$ cat config.mk
export PLATFORM = sky130hd
export DESIGN_NAME = drt_timers
export DESIGN_NICKNAME = d
export VERILOG_FILES = /design/src/drt_pkg.sv /design/src/drt_timers.sv
export SDC_FILE = /design/constraint.sdc
export NUM_CORES = 1
export LEC_CHECK = 0
export BUFFER_PORTS_ARGS = -buffer_cell sky130_fd_sc_hd__clkbuf_2
export CAP_MARGIN = 20
export CORE_MARGIN = 3
export CORE_UTILIZATION = 65
export DETAILED_ROUTE_END_ITERATION = 6
export PLACE_DENSITY = 0.85
export SLEW_MARGIN = 30
export SYNTH_ARGS = -nofsm -noshare
export SYNTH_HDL_FRONTEND = slang
export SYNTH_SLANG_ARGS = --single-unit
export TNS_END_PERCENT = 1
$ cat constraint.sdc
create_clock -name clk -period 8.5 [get_ports clk]
set_input_delay 1.7 -clock clk [delete_from_list [all_inputs] [get_ports clk]]
set_output_delay 1.7 -clock clk [all_outputs]
set_load 0.01 [all_outputs]
$ cat src/drt_pkg.sv
package drt_pkg;

  // Register offsets as seen on the plain register port
  localparam logic [7:0] OFF_T2_CTRL   = 8'h0f;
  localparam logic [7:0] OFF_T2_PRESET = 8'h10;
  localparam logic [7:0] OFF_T3_CTRL   = 8'h22;
  localparam logic [7:0] OFF_T3_PRESET = 8'h24;
  localparam logic [7:0] OFF_T2_COUNT  = 8'h30;
  localparam logic [7:0] OFF_T3_COUNT  = 8'h31;
  localparam logic [7:0] OFF_INT_STAT  = 8'h32;
  localparam logic [7:0] OFF_INT_CLEAR = 8'h33;
  localparam logic [7:0] OFF_INT_EN    = 8'h34;

  // Reset values
  localparam logic [7:0] CTRL_RESET    = 8'h00;
  localparam logic [7:0] PRESET_RESET  = 8'h00;
  localparam logic [7:0] COUNT_RESET   = 8'h00;
  localparam logic [1:0] INT_RESET     = 2'h0;

  // Count source codes
  localparam logic [1:0] SRC_PIN   = 2'h0;
  localparam logic [1:0] SRC_INSTR = 2'h1;
  localparam logic [1:0] SRC_FOSC  = 2'h2;
  localparam logic [1:0] SRC_FOSC2 = 2'h3;

  // Instruction cycle length in oscillator periods
  localparam int INSTR_DIV_DEFAULT = 4;

  // Control register layout, bit 7 down to bit 0
  typedef struct packed {
    logic       run;
    logic       load_on_write;
    logic [1:0] source;
    logic       edge_sel;
    logic [2:0] prescale;
  } drt_ctrl_type;

  // Register port request
  typedef struct packed {
    logic [7:0] addr;
    logic [7:0] wdata;
    logic       wr;
    logic       rd;
  } drt_bus_type;

endpackage

$ cat src/drt_timers.sv
`timescale 1ns/1ps
// Contract
// Second timer is an 8-bit down counter with its own preset buffer.
// Third timer is an 8-bit down counter with its own preset buffer.
// Second timer run bit 1 runs it, 0 stops it.
// In PWM mode the first timer run bit starts and stops the second timer.
// Third timer run bit 1 makes it count, 0 halts it.
// Second timer load bit 1: preset write also loads the counter.
// Third timer load bit likewise; acts only at a preset write.
// Underflow reloads the counter from the preset regardless of load bit.
// Second timer source: pin, instruction clock, oscillator, twice oscillator.
// Third timer source: pin, instruction clock, oscillator; code 11 unused.
// Second timer edge bit: 0 rising, 1 falling pin edges.
// Third timer edge bit: 1 falling, 0 rising pin edges.
// Edge bit matters only while the pin is the selected source.
// Second timer prescaler divides by two to the field value, 1 to 128.
// Third timer prescaler divides by two to the field value, 1 to 128.
// Second timer underflow sets its sticky flag until software clears it.
// Third timer underflow sets its sticky flag until software clears it.
// Each prescaler pulse decrements by one; decrement from zero underflows.
// Changing prescale or source restarts that prescaler from zero.
module drt_timers
#(
  parameter int INSTR_DIV = drt_pkg::INSTR_DIV_DEFAULT
)
(
  input  wire logic                 clk,
  input  wire logic                 reset,
  input  wire drt_pkg::drt_bus_type bus,
  input  wire logic                 external_count_clock_pin,
  input  wire logic                 pwm_mode,
  input  wire logic                 first_timer_run,
  output logic [7:0]                read_data,
  output logic                      irq,
  output logic [1:0]                underflow_pulse
);
  import drt_pkg::*;

  // Index 0 is the second timer, index 1 the third timer
  drt_ctrl_type ctrl     [2];
  logic [7:0]   preset   [2];
  logic [7:0]   counter  [2];
  logic [6:0]   pre_cnt  [2];
  logic [1:0]   status;
  logic [1:0]   enable;
  logic         fosc_en;
  logic [7:0]   instr_cnt;
  logic         instr_en;
  logic         pin_prev;
  logic         pin_rise;
  logic         pin_fall;
  logic [1:0]   wr_ctrl;
  logic [1:0]   wr_preset;
  logic [1:0]   fld_change;
  logic [1:0]   run;
  logic [1:0]   src_tick;
  logic [1:0]   pre_done;
  logic [1:0]   cnt_tick;
  logic [1:0]   uf_set;
  logic [1:0]   next_status;
  logic [1:0]   next_enable;
  drt_ctrl_type wr_fields;

  function automatic logic [6:0] prescale_mask(input logic [2:0] ps);
    logic [7:0] full;
    full = (8'h01 << ps) - 8'h01;
    return full[6:0];
  endfunction

  function automatic logic select_tick(input logic [1:0] src,
                                       input logic       edge_sel,
                                       input logic       allow_double,
                                       input logic       rise,
                                       input logic       fall,
                                       input logic       instr,
                                       input logic       fosc);
    logic t;
    t = 1'b0;
    unique case (src)
      SRC_PIN:   t = edge_sel ? fall : rise;  // see R11, see R12
      SRC_INSTR: t = instr;
      SRC_FOSC:  t = fosc;
      SRC_FOSC2: t = allow_double;
    endcase
    return t;
  endfunction

  assign wr_fields = drt_ctrl_type'(bus.wdata);
  assign pin_rise  = external_count_clock_pin & ~pin_prev;
  assign pin_fall  = ~external_count_clock_pin & pin_prev;
  assign instr_en  = fosc_en && (instr_cnt == 8'(INSTR_DIV - 1));

  // clk stands for twice the oscillator rate; slower rates are enables
  always_ff @(posedge clk or posedge reset)
  begin
    if (reset)
    begin
      fosc_en   <= 1'b0;
      instr_cnt <= 8'h00;
    end
    else
    begin
      fosc_en <= ~fosc_en;
      if (fosc_en)
      begin
        instr_cnt <= instr_en ? 8'h00 : instr_cnt + 8'h01;
      end
    end
  end

  // Pin is already synchronous, one stage is enough for edge detection
  always_ff @(posedge clk or posedge reset)
  begin
    if (reset)
    begin
      pin_prev <= 1'b0;
    end
    else
    begin
      pin_prev <= external_count_clock_pin;
    end
  end

  always_comb
  begin
    wr_ctrl[0]   = bus.wr && bus.addr == OFF_T2_CTRL;
    wr_ctrl[1]   = bus.wr && bus.addr == OFF_T3_CTRL;
    wr_preset[0] = bus.wr && bus.addr == OFF_T2_PRESET;
    wr_preset[1] = bus.wr && bus.addr == OFF_T3_PRESET;
    run[0] = pwm_mode ? first_timer_run : ctrl[0].run;  // see R3
    run[1] = ctrl[1].run;
    for (int i = 0; i < 2; i++)
    begin
      fld_change[i] = wr_ctrl[i] && (wr_fields.source != ctrl[i].source
                                  || wr_fields.prescale != ctrl[i].prescale);
      // Code 11 gives no tick on the third timer
      src_tick[i] = select_tick(ctrl[i].source, ctrl[i].edge_sel, i == 0,
                                pin_rise, pin_fall, instr_en, fosc_en);  // see R9
      pre_done[i] = pre_cnt[i] == prescale_mask(ctrl[i].prescale);  // see R14
      cnt_tick[i] = run[i] && src_tick[i] && pre_done[i];
      uf_set[i]   = cnt_tick[i] && counter[i] == 8'h00;
    end
    next_status = (status & ~((bus.wr && bus.addr == OFF_INT_CLEAR) ? bus.wdata[1:0] : 2'h0))
                  | uf_set;  // see R16
    next_enable = (bus.wr && bus.addr == OFF_INT_EN) ? bus.wdata[1:0] : enable;
  end

  always_ff @(posedge clk or posedge reset)
  begin
    if (reset)
    begin
      for (int i = 0; i < 2; i++)
      begin
        ctrl[i]   <= drt_ctrl_type'(CTRL_RESET);
        preset[i] <= PRESET_RESET;
      end
    end
    else
    begin
      for (int i = 0; i < 2; i++)
      begin
        if (wr_ctrl[i])
        begin
          ctrl[i] <= wr_fields;
        end
        if (wr_preset[i])
        begin
          preset[i] <= bus.wdata;  // see R1
        end
      end
    end
  end

  // Prescaler stalls while the timer is stopped, keeping its phase
  always_ff @(posedge clk or posedge reset)
  begin
    if (reset)
    begin
      for (int i = 0; i < 2; i++)
      begin
        pre_cnt[i] <= 7'h00;
      end
    end
    else
    begin
      for (int i = 0; i < 2; i++)
      begin
        if (fld_change[i])
        begin
          pre_cnt[i] <= 7'h00;
        end
        else if (run[i] && src_tick[i])
        begin
          pre_cnt[i] <= pre_done[i] ? 7'h00 : pre_cnt[i] + 7'h01;  // see R14
        end
      end
    end
  end

  // A load-on-write beats a tick in the same cycle
  always_ff @(posedge clk or posedge reset)
  begin
    if (reset)
    begin
      for (int i = 0; i < 2; i++)
      begin
        counter[i] <= COUNT_RESET;
      end
    end
    else
    begin
      for (int i = 0; i < 2; i++)
      begin
        if (wr_preset[i] && ctrl[i].load_on_write)
        begin
          counter[i] <= bus.wdata;  // see R6
        end
        else if (cnt_tick[i])
        begin
          counter[i] <= (counter[i] == 8'h00) ? preset[i] : counter[i] - 8'h01;
        end
      end
    end
  end

  // Set wins over a clear in the same cycle
  always_ff @(posedge clk or posedge reset)
  begin
    if (reset)
    begin
      status          <= INT_RESET;
      enable          <= INT_RESET;
      irq             <= 1'b0;
      underflow_pulse <= 2'h0;
    end
    else
    begin
      status          <= next_status;  // see R16
      enable          <= next_enable;
      irq             <= |(next_status & next_enable);
      underflow_pulse <= uf_set;
    end
  end

  always_ff @(posedge clk or posedge reset)
  begin
    if (reset)
    begin
      read_data <= 8'h00;
    end
    else if (bus.rd)
    begin
      unique case (bus.addr)
        OFF_T2_CTRL:   read_data <= ctrl[0];
        OFF_T2_PRESET: read_data <= preset[0];
        OFF_T3_CTRL:   read_data <= ctrl[1];
        OFF_T3_PRESET: read_data <= preset[1];
        OFF_T2_COUNT:  read_data <= counter[0];
        OFF_T3_COUNT:  read_data <= counter[1];
        OFF_INT_STAT:  read_data <= {6'h00, status};
        OFF_INT_EN:    read_data <= {6'h00, enable};
        default:       read_data <= 8'h00;
      endcase
    end
    else
    begin
      read_data <= 8'h00;
    end
  end

  for (genvar g = 0; g < 2; g++)
  begin : gen_check

  end
endmodule

# After elaboration in Yosys (flattened, before gate mapping)
# Cells that the tools add are included.
# totals
ff_bits	87
latchBits	0
mem_bits_rw	0
mem_bits_ro	0
in_bits	23
out_inout_bits	11
memories	0
# op_classes
addsub	7
n_mul	0
n_div	0
order_cmp	0
eq_ne	22
shifts	2
mux	22
bitwise	9
reduce_logical	28
# op_table
op	count
$mux W8	8
$pmux W8 S8	1
$eq A8 B6 Y1 const B	7
$mux W7	6
$logic_and A1 B1 Y1	17
$logic_not A8 Y1	2
$sub A8 B1 Y8 const B	2
$add A7 B1 Y7 const B	2
$eq A7 B7 Y1	2
$shl A1 B3 Y7 const A	2
$sub A7 B1 Y7 const B	2
$add A8 B1 Y8 const B	1
$eq A2 B2 Y1 const B	4
$eq A8 B2 Y1 const B	1
$eq A8 B4 Y1 const B	1
$eq A8 B5 Y1 const B	1
$pmux W1 S4	2
$reduce_bool A2 Y1	4
$ne A3 B3 Y1	2
$and A2 B2 Y2	2
$eq A2 B1 Y1 const B	2
$logic_not A2 Y1	2
$mux W2	2
$ne A2 B2 Y1	2
7 further kinds	13

# Logic depth before layout (Yosys ltp)
# depth
depth_word	10
depth_mapped	12
ltp_nobuf	9

# Worst setup path before layout
# OpenSTA, ideal clock, no wires.
# synth_path
path_kind	in2reg
from	in bus[11] (netlist name)
to	reg read_data[1]
setup_time_ns	0.159
arrival_time_ns	3.313
setup_slack_ns	5.027
stages	7
path_buffers	2
path_cell_list	clkbuf_1 nor3_1 nor3b_1 and2_1 clkbuf_1 o41ai_1 nor2_1
# synth_between
elab_chain_cells	3
# synth_rtl
item	line_no	source
start: declaration	drt_timers.sv:29	input wire drt_pkg::drt_bus_type bus,
$eq A8 B6 Y1 (tied with other cells)	drt_timers.sv:253	unique case (bus.addr)
$pmux W8 S8 (*)	drt_timers.sv:253	
$mux W8 (*)	drt_timers.sv:251	else if (bus.rd)
end signal: assignment	drt_timers.sv:254	OFF_T2_CTRL: read_data <= ctrl[0];
end signal: assignment	drt_timers.sv:255	OFF_T2_PRESET: read_data <= preset[0];
end signal: assignment	drt_timers.sv:256	OFF_T3_CTRL: read_data <= ctrl[1];
end: declaration	drt_timers.sv:33	output logic [7:0] read_data,
# Every way passes the cells marked *; elsewhere a longest branch is shown, timed or not.
# A chain may end at the register's enable or synchronous reset.

# Final worst setup path
# layout_path
from	in bus[10] (netlist name)
to	reg counter[9] (netlist name)
# layout_between
elab_chain_cells	4
# layout_rtl
item	line_no	source
$eq A8 B5 Y1 (*)	drt_timers.sv:128	wr_preset[0] = bus.wr && bus.addr == OFF_T2_PRESET;
$logic_and A1 B1 Y1 (*)	drt_timers.sv:128	
$logic_and A1 B1 Y1 (*)	drt_timers.sv:214	if (wr_preset[i] && ctrl[i].load_on_write)
$mux W8 / $reduce_bool A2 Y1 (equally long branches)	-	
end signal: indexed assignment	drt_timers.sv:216	counter[i] <= bus.wdata;
end signal: indexed assignment	drt_timers.sv:220	counter[i] <= (counter[i] == 8'h00) ? preset[i] : counter[i] - 8'h01;
end: declaration	drt_timers.sv:42	logic [7:0] counter [2];
# Marks and branches as above.

==> metrics.txt <==
die height between 90 and 100 µm; Seq/Total Area, Yosys 42.3%; post-synth top area cell dfrtp_1; first-pass GRT wire length 22100 µm; Post-synth EDFFs 0; combinational share of power 13.2%; Final Cycle Share 41.3%; worst setup path class input pin to flop; RSZ-0062 raised after global routing no; max_cap viols 0; status completed; Yosys reg bits 87; Initial DRC Count 471; Mean Syn Cell Area 9.06 µm²; Min Clock Period, post-route 3510 ps; proportion of synthesized area in mux cells under 10%; layout cell share with drive strength beyond 1 approximately 15%; DRC viols 0; router iterations before antenna repair 5; Peak VDD IR 0.000103 V; met3 WL 1270 µm; global route overflow 0; Flop pwr share ~51%; asr flop ratio synth between 90% and 100%; post-route setup TNS 0 ps; vias in the first global route 4302; # rows 31; Total Wirelength roughly 14000 µm; initial antenna violation count 0; syn nets 600; number of hold buffers added after CTS 0; Worst-Skew Late Latency between 300 and 400 ps; I/O pin cnt 34; TritonCTS Buffers 9; Slew Limit Fails 0; Core ar. approximately 7500 µm²; CTS tree built; Worst setup SP type input pin; design area 5580 µm²; Resize count post-CTS 0; power per cell area 165 nW/µm²; simple-gate area share of the yosys netlist a little over a fifth; clk slew on worst S/H paths around 80 ps; CTS sink count 87; Placed Area 5350 µm²; Total GRT Usage 32.2%; postcts setup bufs 0; via/cell ratio 6.72; Initial Utilization between 60% and 70%; final net count 613; WHS 524 ps; leak pwr 0.00256 µW; Fmax 285 MHz; synthesized-area fraction occupied by adder cells 1.94%; Int Power 673 µW; htree depth 3; final setup violation count 0; clk_skew slightly below 9 ps; largest net degree at the start of global routing 88; CP Capture Type flop; I/O Buffers 33; CTS Buffer Depth 2; Max-slew headroom 41.6%; WP data arrival 3710 ps; Detailed Place HPWL 9540 µm; largest family of logic cells by synthesized area simple AND/OR/NAND/NOR gates; antenna viol nets, final 0; Netlist Area Pre-Place 5150 µm²; Die X 95.0 µm; DR vias 4600; Post-Syn Instances around 570; wl on met1 5650 µm; Switching Share 26.9%; DIE AREA 9030 µm²; Final Hold Vio Count 0; Synth Area in XOR/XNOR roughly 5.4%; Required @ worst endpoint 8700 ps; Layout area overhead 8.38%; Root Driver clkbuf_8; Power Total 921 µW; WL per Instance about 20 µm; top_reg_cell synth dfrtp_1; RD Place Congestion 0.973; count of different cell masters after synthesis a little under 60; Hold Path Class flop to flop; Net Switching about 250 µW; placed cells 670; Area contributors post-synth dfrtp_1 42%, mux2_2 5.2%, nand2_1 4.6%; top-area cell type share of the netlist area 42.3%; synth warn 0; Synth Area in Compound Gates 16.8%; Crit Path Max Fanout 16; Clk pwr share 36.3%; fin cells 685; top routing layer in use met4; worst slew pin tran 874 ps; met2 WL post-DR 6210 µm; # diodes 0
## registers in the layout, indices dropped and copies added, names as in the netlist
signal           count
counter             16
ctrl                16
preset              16
pre_cnt             14
instr_cnt            8
read_data            8
enable               2
status               2
underflow_pulse      2
fosc_en              1
irq                  1
pin_prev             1
## power by group through the flow
stage	sequential [µW]	clock [µW]	combinational, µW
final	465	335	122
after global routing	469	359	137
after CTS	464	336	121
after detailed placement	472	0	120
after global placement	470	0	113
after floorplan	458	0	95.9
## synthesized netlist by cell type, drive strengths merged, types with 3 or more instances
cell type and count:
o2bb2ai 3, buf 5, clkbuf 29, nor2 60, or3 10, inv 17, a21bo 3, xor2 13
o2111ai 6, a31oi 14, xnor2 19, and2 5, mux2 24, a22oi 10, nand3 17, ha 8
nor3b 5, nand2b 8, nor2b 7, a221oi 8, nor3 12, a21oi 37, o21ai 26, or4 7
nor4 4, mux2i 18, dfrtp 87, nand2 63, nand4 7, and3 8
## layer usage
layer | vias up | track usage (%)
met1 | 2220 | 44.5
met4 | 0 | 16.1
met2 | 270 | 48.6
met3 | 47 | 6.16
li1 | 2063 | -
met5 | - | 0
## cell usage in the layout (no fill, tap or decap), drive strengths merged, types with 6 or more instances in the layout
cell type,synthesis,routed
a22oi,10,10
or3,10,10
o21ai,26,26
xor2,13,13
o2111ai,6,6
a21oi,37,37
a31oi,14,14
nand3,17,17
or4,7,7
nor2b,7,7
xnor2,19,19
nor2,60,60
and3,8,8
dfrtp,87,87
nand2,63,63
nor3,12,12
clkbuf,29,45
inv,17,16
mux2i,18,18
nand2b,8,8
nand4,7,7
mux2,24,24
a221oi,8,8
ha,8,8
## metrics by stage
| stage | setup WS, ps | utilization, % |
|---|---|---|
| 2_1_floorplan | 4550 | - |
| 3_3_place_gp | 4670 | 71.4 |
| 3_5_place_dp | 4720 | 71.5 |
| 4_1_cts | 5040 | 74.6 |
| 5_1_grt | 4790 | 74.6 |
| 6_report | 4990 | 74.6 |
## cells by family after synthesis
| logic type | Yosys count |
|---|---|
| and+or+nand+nor | 220 |
| AOI/OAI and AO/OA | 129 |
| DFF | 87 |
| buffers and inverters | 51 |
| muxes | 42 |
| xor gates and xnor gates | 32 |
| adders and majority gates | 8 |
## worst paths after layout
path | start | end | slack (ps) | cells past startpoint
hold / removal | instr_cnt[4]$_DFFE_PP0P_ | instr_cnt[4]$_DFFE_PP0P_ | 520 | 1
setup / recovery | bus[10] | counter[9]$_DFFE_PP0P_ | 4990 | 6
min in group asynchronous | reset | pre_cnt[9]$_DFFE_PP0P_ | 1510 | 3
setup reg to reg | instr_cnt[2]$_DFFE_PP0P_ | pre_cnt[4]$_DFFE_PP0P_ | 5490 | 5
hold reg to reg | instr_cnt[4]$_DFFE_PP0P_ | instr_cnt[4]$_DFFE_PP0P_ | 520 | 1
max in group asynchronous | reset | pin_prev$_DFF_PP0_ | 6420 | 3
## critical path: stages
cell,delay (ps)
clkbuf_2,250
nor3_1,360
nor3b_1,340
nand4_1,600
nor2_1,350
a21oi_1,90
## area by class of cell
cell class              count  area [µm²]
flip-flops and latches     87        2180
clock inverters             3        65.1
fillers                   568        1900
well taps                  99         124
inverters                  17        65.1
multi-input cells         431        2800
clock buffers              12         165
repair buffers             36         191
No activity file was read; power rests on OpenSTA's default activity.
